<file path="config.mk">
export PLATFORM = sky130hd
export DESIGN_NAME = aoir_top
export DESIGN_NICKNAME = d
export VERILOG_FILES = /design/src/aoir_pkg.sv /design/src/aoir_seq_if.sv /design/src/aoir_seq.sv /design/src/aoir_top.sv
export VERILOG_INCLUDE_DIRS = /design/src
export SDC_FILE = /design/constraint.sdc
export NUM_CORES = 1
export LEC_CHECK = 0
export BUFFER_PORTS_ARGS = -buffer_cell sky130_fd_sc_hd__clkbuf_2
export CAP_MARGIN = 20
export CORE_UTILIZATION = 55
export CTS_CLUSTER_DIAMETER = 30
export DETAILED_ROUTE_END_ITERATION = 6
export HOLD_SLACK_MARGIN = 0.03
export PLACE_DENSITY = 0.73
export SLEW_MARGIN = 10
export SYNTH_ARGS = -nofsm -noshare
export SYNTH_HDL_FRONTEND = slang
export SYNTH_HIERARCHICAL = 1
export SYNTH_SLANG_ARGS = --single-unit
</file>
<file path="constraint.sdc">
create_clock -name ref_clk -period 9.02 [get_ports ref_clk]
set_input_delay 1.353 -clock ref_clk [delete_from_list [all_inputs] [get_ports ref_clk]]
set_output_delay 1.353 -clock ref_clk [all_outputs]
set_load 0.01 [all_outputs]
</file>
<file path="src/aoir_defines.svh">
// Purpose: offsets, field positions, reset values and timing figures of the
//          offset and infrared recovery parameter block
// Assumes: included by bare name wherever a figure is needed
// Notes:   definitions only
`ifndef AOIR_DEFINES_SVH
`define AOIR_DEFINES_SVH

// parameter offsets on the register port
`define AOIR_OFS_MEAS_OFFSET   8'h1a
`define AOIR_OFS_LED_RECOVERY_RESERVED_SLOT  8'h1c
`define AOIR_OFS_IR_REC_PARAM  8'h1d
`define AOIR_OFS_IR_GAIN       8'h1e
`define AOIR_OFS_STATUS        8'h20
`define AOIR_OFS_RESULT_LO     8'h22
`define AOIR_OFS_RESULT_HI     8'h23

// reset values
`define AOIR_RST_MEAS_OFFSET   8'h80
`define AOIR_RST_LED_RECOVERY_RESERVED_SLOT  8'h00
`define AOIR_RST_IR_REC_SEL    3'h7
`define AOIR_RST_IR_REC_PARAM  8'h70
`define AOIR_RST_IR_GAIN       3'h0

// field positions
`define AOIR_REC_SEL_MSB       6
`define AOIR_REC_SEL_LSB       4
`define AOIR_GAIN_MSB          2
`define AOIR_GAIN_LSB          0
`define AOIR_STAT_BUSY         0
`define AOIR_STAT_RECOVER      1
`define AOIR_STAT_OVERRANGE    2
`define AOIR_STAT_VALID        3

// result codes
`define AOIR_OVERRANGE_CODE    16'hffff
`define AOIR_MAX_LEGAL_CODE    16'hfffe

// first sequencer revision that carries the infrared recovery parameter
`define AOIR_REV_IR_MIN        3

// timing: one undivided ADC clock and the reference clock period
`define AOIR_ADC_CLK_NS        50
`define AOIR_REF_CLK_NS        50
`define AOIR_ADC_CLK_CYC       ((`AOIR_ADC_CLK_NS + `AOIR_REF_CLK_NS - 1) / `AOIR_REF_CLK_NS)

`endif

</file>
<file path="src/aoir_pkg.sv">
// Purpose: types and shared arithmetic of the offset and recovery block
// Assumes: aoir_defines.svh supplies every figure
// Notes:   each function is called from one process only
package aoir_pkg;
  `include "aoir_defines.svh"

  typedef logic [7:0]  aoir_byte_t;   // one parameter byte
  typedef logic [15:0] aoir_word_t;   // one measurement result
  typedef logic [2:0]  aoir_code3_t;  // select or exponent code

  // recovery base in ADC clocks: 1, 7, 15 ... 511
  function automatic logic [8:0] aoir_rec_base(input aoir_code3_t sel);
    logic [9:0] p;
    p = 10'h000;
    if (sel == 3'h0) begin
      aoir_rec_base = 9'h001;
    end else begin
      // widened before the add so code 7 reaches 2^9 instead of wrapping
      p = 10'h001 << ({1'b0, sel} + 4'h2);
      p = p - 10'h001;
      aoir_rec_base = p[8:0];
    end
  endfunction

  // compressed byte: high nibble exponent, low nibble mantissa with hidden one
  function automatic aoir_word_t aoir_expand(input aoir_byte_t c);
    logic [31:0] m;
    m = {27'h000_0000, 1'b1, c[3:0]};
    if (c[7:4] >= 4'h4) begin
      m = m << (c[7:4] - 4'h4);
    end else begin
      m = m >> (4'h4 - c[7:4]);
    end
    aoir_expand = m[15:0];
  endfunction
endpackage

</file>
<file path="src/aoir_seq_if.sv">
// Purpose: carrier between the parameter file and the recovery sequencer
// Assumes: one clock domain
// Notes:   all signals synchronous to ref_clk
`timescale 1ns/100ps
interface aoir_seq_if;
  logic        start;       // one-cycle start of an infrared conversion
  logic [2:0]  rec_sel;     // effective recovery select
  logic [2:0]  gain;        // effective gain exponent
  logic        meas_done;   // converter delivered the sample
  logic        busy;        // sequence in progress
  logic        recovering;  // recovery wait in progress
  logic        adc_tick;    // one divided ADC clock during integration

  modport regs (output start, rec_sel, gain, meas_done, input busy, recovering, adc_tick);
  modport seq  (input start, rec_sel, gain, meas_done, output busy, recovering, adc_tick);
endinterface

</file>
<file path="src/aoir_seq.sv">
// Purpose: recovery wait and divided ADC clock for infrared conversions
// Assumes: start is a one-cycle pulse; meas_done ends integration
// Notes:   prescaler of 2^gain ADC clocks scales both recovery and integration
`timescale 1ns/100ps
`include "aoir_defines.svh"
module aoir_seq
  import aoir_pkg::*;
(
  input  wire logic ref_clk,
  input  wire logic rst_n,
  aoir_seq_if.seq   sif
);
  import aoir_pkg::*;

  typedef enum logic [1:0] {AOIR_IDLE, AOIR_RECOVER, AOIR_INTEG} aoir_st_t;

  typedef struct packed {
    aoir_st_t    st;     // sequence state
    logic [7:0]  presc;  // reference cycles left in this ADC clock
    logic [8:0]  cnt;    // ADC clocks of recovery left
    logic [7:0]  limit;  // prescaler reload, latched at start
  } aoir_seq_s_t;

  aoir_seq_s_t s_q;  // registered state
  aoir_seq_s_t s_d;  // next state
  logic        tick; // end of one divided ADC clock

  assign tick           = (s_q.presc == 8'h00);
  assign sif.busy       = (s_q.st != AOIR_IDLE);
  assign sif.recovering = (s_q.st == AOIR_RECOVER);
  assign sif.adc_tick   = (s_q.st == AOIR_INTEG) && tick;

  // next-state logic
  always_comb begin
    logic [7:0] lim;
    lim = 8'h00;
    s_d = s_q;
    // divided ADC clock runs while the sequence is active
    if (s_q.st != AOIR_IDLE) begin
      s_d.presc = tick ? s_q.limit : s_q.presc - 8'h01;
    end
    unique case (s_q.st)
      AOIR_IDLE: begin
        // a start while busy is ignored by construction
        if (sif.start) begin
          lim       = 8'((`AOIR_ADC_CLK_CYC << sif.gain) - 1);
          s_d.limit = lim;
          s_d.presc = lim;
          s_d.cnt   = aoir_rec_base(sif.rec_sel) - 9'h001;
          s_d.st    = AOIR_RECOVER;
        end
      end
      AOIR_RECOVER: begin
        // base ADC clocks, each 2^gain reference clocks long
        if (tick) begin
          if (s_q.cnt == 9'h000) begin
            s_d.st = AOIR_INTEG;
          end else begin
            s_d.cnt = s_q.cnt - 9'h001;
          end
        end
      end
      AOIR_INTEG: begin
        // converter integrates on adc_tick until it reports
        if (sif.meas_done) begin
          s_d.st = AOIR_IDLE;
        end
      end
      default: begin
        // unused state code: fall back to idle
        s_d.st = AOIR_IDLE;
      end
    endcase
  end

  // state register
  always_ff @(posedge ref_clk) begin
    if (!rst_n) begin
      s_q <= '{st: AOIR_IDLE, presc: 8'h00, cnt: 9'h000, limit: 8'h00};
    end else begin
      s_q <= s_d;
    end
  end
endmodule

</file>
<file path="src/aoir_top.sv">
// Purpose: offset and infrared recovery parameters with result offsetting
// Assumes: register port strobes are one cycle, never both at once
// Notes:   read data stand in the cycle after the read strobe only
`timescale 1ns/100ps
`include "aoir_defines.svh"

module aoir_top
  import aoir_pkg::*;
#(
  parameter int unsigned SEQ_REVISION = 3  // sequencer revision number
)
(
  input  wire logic              ref_clk,
  input  wire logic              rst_n,
  input  wire aoir_pkg::aoir_byte_t reg_addr,
  input  wire aoir_pkg::aoir_byte_t reg_wdata,
  input  wire logic              reg_wr,
  input  wire logic              reg_rd,
  output aoir_pkg::aoir_byte_t   reg_rdata,
  input  wire logic              ir_start,
  input  wire logic              conv_valid,
  input  wire aoir_pkg::aoir_word_t conv_raw,
  input  wire aoir_pkg::aoir_word_t conv_ref,
  input  wire logic              conv_overrange,
  output logic                   adc_tick,
  output logic                   ir_busy,
  output logic                   ir_recovering,
  output aoir_pkg::aoir_word_t   result_data,
  output logic                   result_valid
);
  import aoir_pkg::*;

  // the recovery and gain parameters exist only on later sequencers
  localparam logic HAS_IR_REC = (SEQ_REVISION >= `AOIR_REV_IR_MIN);

  typedef struct packed {
    aoir_byte_t  offset;    // compressed measurement offset
    aoir_byte_t  led_recovery_reserved;   // reserved slot, stored without effect
    aoir_code3_t rec_sel;   // infrared recovery select
    aoir_code3_t gain;      // infrared gain exponent
    aoir_byte_t  rdata;     // read data, valid one cycle
    aoir_word_t  result;    // last reported result
    logic        valid;     // result strobe
    logic        ovr;       // last result was overrange
    logic        have;      // a result has been reported
  } aoir_regs_t;

  aoir_regs_t  r_q;        // registered state
  aoir_regs_t  r_d;        // next state
  aoir_word_t  off16;      // expanded offset
  aoir_word_t  res_calc;   // offset and clamped result
  aoir_byte_t  rd_mux;     // read multiplexer
  logic [17:0] sum;        // signed relative sum, two guard bits

  aoir_seq_if sif ();

  // sequencer sees the effective parameters
  assign sif.start     = ir_start;
  assign sif.rec_sel   = HAS_IR_REC ? r_q.rec_sel : 3'h0;
  assign sif.gain      = HAS_IR_REC ? r_q.gain : 3'h0;
  assign sif.meas_done = conv_valid;

  aoir_seq u_seq (
    .ref_clk (ref_clk),
    .rst_n   (rst_n),
    .sif     (sif)
  );

  assign adc_tick      = sif.adc_tick;
  assign ir_busy       = sif.busy;
  assign ir_recovering = sif.recovering;
  assign reg_rdata     = r_q.rdata;
  assign result_data   = r_q.result;
  assign result_valid  = r_q.valid;

  // result arithmetic: relative sample plus expanded offset
  always_comb begin
    off16 = aoir_expand(r_q.offset);
    // relative measurement may go negative before the offset lifts it
    sum = {2'b00, conv_raw} - {2'b00, conv_ref} + {2'b00, off16};
    if (conv_overrange) begin
      res_calc = `AOIR_OVERRANGE_CODE;
    end else if (sum[17]) begin
      // still negative: floor at zero rather than wrap toward 0xFFFF
      res_calc = 16'h0000;
    end else if (sum[16:0] >= {1'b0, `AOIR_OVERRANGE_CODE}) begin
      // clamp below the marker so it is never forged by arithmetic
      res_calc = `AOIR_MAX_LEGAL_CODE;
    end else begin
      res_calc = sum[15:0];
    end
  end

  // read multiplexer; unmapped offsets read zero
  always_comb begin
    unique case (reg_addr)
      `AOIR_OFS_MEAS_OFFSET:  rd_mux = r_q.offset;
      `AOIR_OFS_LED_RECOVERY_RESERVED_SLOT: rd_mux = r_q.led_recovery_reserved;
      // reserved bits 7 and 3:0 read zero
      `AOIR_OFS_IR_REC_PARAM: rd_mux = HAS_IR_REC ? {1'b0, r_q.rec_sel, 4'h0} : 8'h00;
      `AOIR_OFS_IR_GAIN:      rd_mux = HAS_IR_REC ? {5'h00, r_q.gain} : 8'h00;
      `AOIR_OFS_STATUS: begin
        rd_mux = 8'h00;
        rd_mux[`AOIR_STAT_BUSY]      = sif.busy;
        rd_mux[`AOIR_STAT_RECOVER]   = sif.recovering;
        rd_mux[`AOIR_STAT_OVERRANGE] = r_q.ovr;
        rd_mux[`AOIR_STAT_VALID]     = r_q.have;
      end
      `AOIR_OFS_RESULT_LO:    rd_mux = r_q.result[7:0];
      `AOIR_OFS_RESULT_HI:    rd_mux = r_q.result[15:8];
      default:                rd_mux = 8'h00;
    endcase
  end

  // register file and result capture
  always_comb begin
    r_d       = r_q;
    r_d.valid = 1'b0;
    // read data live for one cycle only
    r_d.rdata = reg_rd ? rd_mux : 8'h00;
    if (reg_wr) begin
      unique case (reg_addr)
        `AOIR_OFS_MEAS_OFFSET:  r_d.offset = reg_wdata;
        `AOIR_OFS_LED_RECOVERY_RESERVED_SLOT: r_d.led_recovery_reserved = reg_wdata;
        `AOIR_OFS_IR_REC_PARAM: begin
          // reserved bits are dropped; host keeps them zero
          if (HAS_IR_REC) begin
            r_d.rec_sel = reg_wdata[`AOIR_REC_SEL_MSB:`AOIR_REC_SEL_LSB];
          end
        end
        `AOIR_OFS_IR_GAIN: begin
          if (HAS_IR_REC) begin
            r_d.gain = reg_wdata[`AOIR_GAIN_MSB:`AOIR_GAIN_LSB];
          end
        end
        default: begin
          // unmapped or read-only offsets: write ignored
        end
      endcase
    end
    // every converter sample is reported; non-overrange ones with the offset applied
    if (conv_valid) begin
      r_d.result = res_calc;
      r_d.valid  = 1'b1;
      r_d.ovr    = conv_overrange;
      r_d.have   = 1'b1;
    end
  end

  // state register
  always_ff @(posedge ref_clk) begin
    if (!rst_n) begin
      r_q <= '{offset:  `AOIR_RST_MEAS_OFFSET,
               led_recovery_reserved: `AOIR_RST_LED_RECOVERY_RESERVED_SLOT,
               rec_sel: `AOIR_RST_IR_REC_SEL,
               gain:    `AOIR_RST_IR_GAIN,
               rdata:   8'h00,
               result:  16'h0000,
               valid:   1'b0,
               ovr:     1'b0,
               have:    1'b0};
    end else begin
      r_q <= r_d;
    end
  end
endmodule

</file>
==> results of run 1 <==
==> worst paths after layout <==
path	from	end	slack (ns)	cells past startpoint
worst max register to register	r_q[45]	result_data[0]	4.06	15
worst max-delay path	conv_raw[0]	result_data[0]	3.51	19
worst min-delay path	r_q[36]	r_q[36]	0.46	2
worst min register to register	r_q[36]	r_q[36]	0.46	2
==> cell type report <==
type                            count  area share (%)
Multi-Input combinational cell    659           62.23
Sequential cell                    76           21.71
Timing Repair Buffer               85           6.176
Clock inverter                      2          0.4998
Clock buffer                       13           3.570
Inverter                           61           3.267
Tap cell                          143           2.553
==> worst register-to-register path, stage by stage (launching register included) <==
cell and delay [ns]:
dfxtp_1 0.73, inv_1 0.27, ha_1 0.29, xor2_1 0.16, or2_2 0.36, o32ai_1 0.38, inv_1 0.12, fa_1 0.47
nor2b_1 0.23, o31a_1 0.31, o31ai_1 0.14, a211o_1 0.35, nor4_1 0.37, nand4_1 0.17, o21a_2 0.28, a41o_1 0.25
==> sequential cells by signal (all words and copies together), names as in the netlist <==
name	flops
result_data	16
result_valid	1
u_seq/s_q	27
reg_rdata	8
r_q	18
sif.rec_sel	3
sif.gain	3
==> cell usage in the layout (no fill, tap or decap), drive strengths merged, types with 5 or more instances in the layout <==
master  netlist  routed
o211ai       11      11
and2          7       7
inv          58      58
o21a         20      20
or4           5       5
a211oi        5       5
nand3b        7       7
o31ai         5       5
a21boi       17      17
nand3        31      31
xnor2        16      16
o311ai        6       6
a22oi        12      12
nor2         62      62
nand4         7       7
dfxtp        76      76
a31oi        12      12
o21ai        68      68
ha           45      45
nor2b        17      17
a21o          7       7
xor2         10      10
nand2        82      82
a21oi        50      50
and3          7       7
or2           7       7
nor3         27      27
a41oi         5       5
clkbuf       37      96
nand2b       11      11
mux2i        23      23
nor3b         8       8
==> routing by layer <==
layer	up-vias	track usage [%]	part of all wire, %	routed length (um)
met2	228	45.01	46	7722
met5	-	0	0	0
met3	28	3.842	6.0	1000
met4	0	8.889	2.0	342
met1	2914	36.25	46	7666
li1	3132	-	-	-
==> cells by family (layout without fill, tap and decap cells) <==
| kind of cell | count (synthesis) | after routing | synth area share, % |
|---|---|---|---|
| xor gates and xnor gates | 26 | 26 | 3.512 |
| DFF | 76 | 76 | 23.47 |
| AOI/OAI and AO/OA | 264 | 264 | 27.31 |
| adders and majority gates | 47 | 47 | 9.301 |
| buffers and inverters | 130 | 161 | 9.263 |
| and+or+nand+nor | 294 | 294 | 22.56 |
| muxes | 28 | 28 | 4.593 |
==> through the flow <==
| stage | setup WS (ns) | power [uW] | hold slack, ns | instances | util (%) |
|---|---|---|---|---|---|
| floorplan | 3.653 | 661.0 | 0.4337 | 865 | - |
| global placement | 3.302 | 724.7 | 0.4498 | 1023 | 58.57 |
| detailed placement | 3.189 | 734.1 | 0.4473 | 1023 | 58.57 |
| CTS | 3.523 | 1083 | 0.4534 | 1038 | 61.06 |
| global route | 3.278 | 1145 | 0.4746 | 1039 | 61.12 |
| finish | 3.506 | 1087 | 0.4569 | 1039 | 61.12 |
==> power by group <==
part           switching (uW)  leakage [uW]  internal, uW  total (uW)
combinational             208       0.00230           144         352
clock                     132      0.000140           220         352
sequential               24.9      0.000621           358         383
==> results.md, run 1 <==
* Vias in the first global route at 5848
* Critical-path cell list: clkbuf_2 > inv_1 > ha_1 > fa_1 > nor2b_1 > o2111ai_1 > and3_1 > o31ai_1 > a31oi_1 > xnor2_1 > ha_1 > a21o_1 > nand2b_1 > a211o_1 > and2_4 > a41oi_2 > or4b_1 > o21a_2 > a41o_1
* Main area contributors after synthesis: dfxtp_1 (23%), ha_1 (8.7%), nand2_1 (4.7%), o21ai_0 (4.6%), a21oi_1 (3.8%)
* Post-CTS Setup Inserts at 0
* Multi-input logic area at roughly 4400 um^2
* Post-synth EDFFs at 0
* Via count at around 6300
* Gr ovfl total at 0
* ANT cells at 0
* Register area share after synthesis at between 20% and 30%
* Slowest-stage cell, CP: or4b_1
* CTS Buf Count at 9
* Synth Warn # at 6
* CTS resizes at 0
* Final worst path period need at roughly 5.5 ns
* Initial Utilization at between 50% and 60%
* Critical path required time at roughly 9 ns
* Final design instance area without fill at roughly 7000 um^2
* Clk buf depth at 2
* Hold Fails Final Rpt at 0
* DR pass1 iterations at 6
* I/O pins at 83
* Pins Over Slew Limit at 0
* Final ANT Viol Nets at 0
* Max stage delay on crit path at 0.47 ns
* Ys async rst share at 0%
* Post-Synthesis Cell Area at roughly 6500 um^2
* FF+latch count, synth at between 70 and 80
* LEAKAGE at slightly above 0.003 uW
* Die Ht at ~110 um
* Synth cell types at 80
* Final setup viols at 0
* First-pass GRT wire length at 27850 um
* Synth top area share at about a quarter
* Post-synth top cells: nand2_1 (81), dfxtp_1 (76), nor2_1 (62), o21ai_0 (60), inv_1 (58)
* Syn Nets at slightly below 1000
* Max FO, Critical Path at 6
* Iter 0 DRT Violations at roughly 640
* Critical Setup Path Class: in2reg
* # Max-Cap Violations at 0
* Fill count at 1034
* Placer's final routability congestion estimate at a little over 0.9
* Root buffer cell: clkbuf_16
* Total GRT Usage at 27.17%
* # hold bufs at CTS at 0
* Port bufs at just over 80
* Setup tns final at 0 ns
* CP most frequent cell: ha_1
* CP Launch Type: input pin
* CTS tree: done
* Area Growth Syn to Fin at 8.105%
* Peak supply drop at between 0.0001 and 0.00015 V
* Final Skew at 0.008220 ns
* # rows at 39
* Crit path max-delay family: compound AO/OA/AOI/OAI gates
* Layout cells sized above 1 at a little over an eighth
* Reg area at about 1500 um^2
* H-tree Lvls at 3
* Die Area at about 12000 um^2
* CP Data Arrival Time at 5.74 ns
* Power per cell area at 155.1 nW/um^2
* Hold crit path type: reg2reg
* Die W at around 110 um
* DRC viols at 0
* Outcome: complete, no violations
* Placed cell area at 6716 um^2
* Synth Area per Inst at between 7 and 8 um^2
* DP Wirelength at around 12000 um
* Gate count of the mapped netlist at 865
* Rel. slew slack at roughly a third
* Antenna violations before repair at 0
* Total Nets Final at between 900 and 1000
* Per-cell routed wire length at 16.10 um
* Worst Setup End Kind: flip-flop
* Pin slew with the least headroom to its limit at 0.9870 ns
* Num Clock Sinks at 76
* WP buf/inv at 2
* Ys flop type: dfxtp_1
* Insertion delay to the later sink of the worst-skew pair at between 0.3 and 0.4 ns
* Core area at 11470 um^2
* Vias/cell at ~6.1
* Leading area contributor after synthesis: dfxtp_1
* Largest net degree at the start of global routing at 50
* RSZ-0062 raised after global routing: no
* Most numerous cell in the Yosys netlist: nand2_1
* CTS clk-pin slew, worst paths at 0.06 ns
* Fin crit share at 61.13%
* Peak Freq at ~0.18 GHz
* DRT Wirelength at around 17000 um
(Power assumes the default switching activity.)
==> run 2, diff against run 1 <==
ABC_AREA = 1   (was not set)
clock period = 5.35 ns   (was 9.02 ns; I/O delays follow)
==> run 2 against run 1 <==
  * Non-clock buffer count shrank 1
  * Combinational power grew 120%
  * Wire length shrank 6.4%
  * First-iteration DRC count shrank 19%
  * Final cell count grew 15%
  * Global-route usage shrank 1.5 points
  * Count of clock-buffer cells in the layout shrank 1
  * Largest cell class unchanged
  * Highest routed layer unchanged
==> results.md, run 2 <==
* Outcome: complete, no violations
* Sw power at 760.7 uW
* Most frequent cells in the layout: nand2_1 (193), inv_1 (133), a21oi_1 (108)
* DRT Wirelength at ~16000 um
* Placed cell area at a little under 7000 um^2
* H-tree Lvls at 3
* Final Skew at a little under 0.01 ns
* LEAKAGE at 0.003482 uW
* Initial Utilization at between 50 and 60%
* Port bufs at between 80 and 90
* # hold bufs at CTS at 0
* Vias/cell at between 5 and 6
* Insertion delay to the later sink of the worst-skew pair at between 0.3 and 0.4 ns
* CP Data Arrival Time at approximately 4.5 ns
* Setup tns final at 0 ns
* Critical path required time at between 5 and 6 ns
* Die Area at between 10000 and 15000 um^2
* Placer's final routability congestion estimate at roughly 0.94
* Clk buf depth at 2
* Leading area contributor after synthesis: dfxtp_1
* DP Wirelength at between 10000 and 15000 um
* Vias in the first global route at between 5000 and 6000
* Die W at ~110 um
* Largest net degree at the start of global routing at 29
* Worst Setup End Kind: flip-flop
* Post-CTS Setup Inserts at 0
* I/O pins at 83
* CTS resizes at 0
* Core area at between 10000 and 15000 um^2
* Final design instance area without fill at between 7000 and 8000 um^2
* Largest reg by FF count: u_seq/s_q
* Final setup viols at 0
* Post-synth top cells: nand2_1 (193), inv_1 (133), a21oi_1 (108), nor2_1 (85), dfxtp_1 (76)
* Total Nets Final at approximately 1100
* # rows at 39
* # Max-Cap Violations at 0
* Power share of the clock group at between 30% and 40%
* Combinational power share at 37.3%
* Pins Over Slew Limit at 0
* Slowest-stage cell, CP: fa_1
* Synth top area share at 23.33%
* CTS Buf Count at 9
* Ys flop type: dfxtp_1
* Final Non-Filler Cells at ~1200
* Via count at around 6500
* CP most frequent cell: inv_1
* Power per cell area at about 290 nW/um^2
* Syn Nets at between 1000 and 1500
* Die Ht at approximately 110 um
* Fill count at roughly 1200
* Total GRT Usage at 25.64%
* CTS tree: done
* Iter 0 DRT Violations at ~520
* Ys async rst share at 0%
* First-pass GRT wire length at 26270 um
* Most numerous cell in the Yosys netlist: nand2_1
* Flop pwr share at about 33%
* Commonest non-fill, non-tap cell in the layout: nand2_1
* Rel. slew slack at 40.42%
* Post-synth EDFFs at 0
* Num Clock Sinks at 76
* Fin crit share at between 70 and 80%
* Max stage delay on crit path at 0.40 ns
* Critical Setup Path Class: in2reg
* Register area share after synthesis at between 20% and 30%
* Gate count of the mapped netlist at 998
* Sw Ratio at between 30% and 40%
* Post-Synthesis Cell Area at about 6500 um^2
* Final ANT Viol Nets at 0
* Peak supply drop at roughly 0.00026 V
* Hold crit path type: reg2reg
* Synth Area per Inst at 6.534 um^2
* Per-cell routed wire length at ~13 um
* Main area contributors after synthesis: dfxtp_1 (23%), nand2_1 (11%), ha_1 (8.6%), a21oi_1 (8.3%), inv_1 (7.7%)
* Root buffer cell: clkbuf_16
* Hold Fails Final Rpt at 0
* CP Launch Type: input pin
* Antenna violations before repair at 0
* Gr ovfl total at 0
* Synth Warn # at 6
* Synth cell types at between 50 and 60
* Area Growth Syn to Fin at 9.248%
* CTS clk-pin slew, worst paths at approximately 0.060 ns
* Peak Freq at 0.2350 GHz
* FF+latch count, synth at 76
* Layout cells sized above 1 at 16.46%
* RSZ-0062 raised after global routing: no
* DR pass1 iterations at 5
* Largest register FFs at 27
* ANT cells at 0
* # placed instances at 1179
* DRC viols at 0
* P_int at between 1000 and 1500 uW
* Max FO, Critical Path at 13
* Pin slew with the least headroom to its limit at roughly 0.89 ns
* Final worst path period need at between 4 and 5 ns
==> run 2: final cells by class <==
class                           instances  area [um^2]  area share [%]
Multi-Input combinational cell        729         4136           58.06
Sequential cell                        76         1521           21.36
Timing Repair Buffer                   84        425.4           5.971
Inverter                              147        559.3           7.850
Clock inverter                          3        46.29          0.6498
Clock buffer                           12        256.5           3.600
Tap cell                              143        178.9           2.511
==> run 2: logic make-up (layout without fill, tap and decap cells) <==
| family | count (synthesis) | after routing | share of synthesized area [%] |
|---|---|---|---|
| xor gates and xnor gates | 24 | 24 | 3.511 |
| AOI/OAI and AO/OA | 228 | 228 | 19.99 |
| buffers and inverters | 193 | 246 | 13.24 |
| DFF | 76 | 76 | 23.33 |
| and+or+nand+nor | 430 | 430 | 30.68 |
| adders and majority gates | 47 | 47 | 9.248 |
==> run 2: per-layer routing <==
layer	vias up	part of all wire, %	global-route usage, %
li1	3373	-	-
met1	2935	44	30.98
met2	145	50	46.96
met3	22	4.0	4.429
met4	0	1.6	5.867
met5	-	0	0
==> run 2: path summary, 6_finish.rpt <==
path | start | to | slack, ns | cells past startpoint
setup / recovery | conv_raw[0] | result_data[1] | 1.10 | 26
hold / removal | u_seq/s_q[1] | u_seq/s_q[1] | 0.46 | 2
setup reg to reg | r_q[45] | result_data[1] | 1.36 | 21
hold reg to reg | u_seq/s_q[1] | u_seq/s_q[1] | 0.46 | 2
==> run 2: worst max-delay path: cells and delay by family <==
family          cells  cell delay, ns
buf+inv             5            0.30
fa+ha+maj           3            0.92
xor+xnor            1            0.17
compound gates      7            1.16
simple gates       10            1.17
==> run 2: per-stage QoR <==
| stage | hold slack [ns] | util [%] | power (uW) | setup slack (ns) |
|---|---|---|---|---|
| final | 0.4563 | 62.13 | 2047 | 1.095 |
| after global routing | 0.4735 | 62.13 | 2180 | 0.5761 |
| after CTS | 0.4580 | 62.13 | 2051 | 1.099 |
| after detailed placement | 0.4482 | 59.49 | 1438 | 0.7706 |
| after global placement | 0.4389 | 59.49 | 1431 | 0.8615 |
| after floorplan | 0.4239 | - | 1296 | 1.285 |
==> run 2: power groups by stage <==
stage                     sequential, uW  clock (uW)  combinational [uW]
after CTS                            667         621                 763
after detailed placement             679           0                 758
after global placement               679           0                 752
after global routing                 674         645                 860
after floorplan                      665           0                 631
final                                668         615                 764
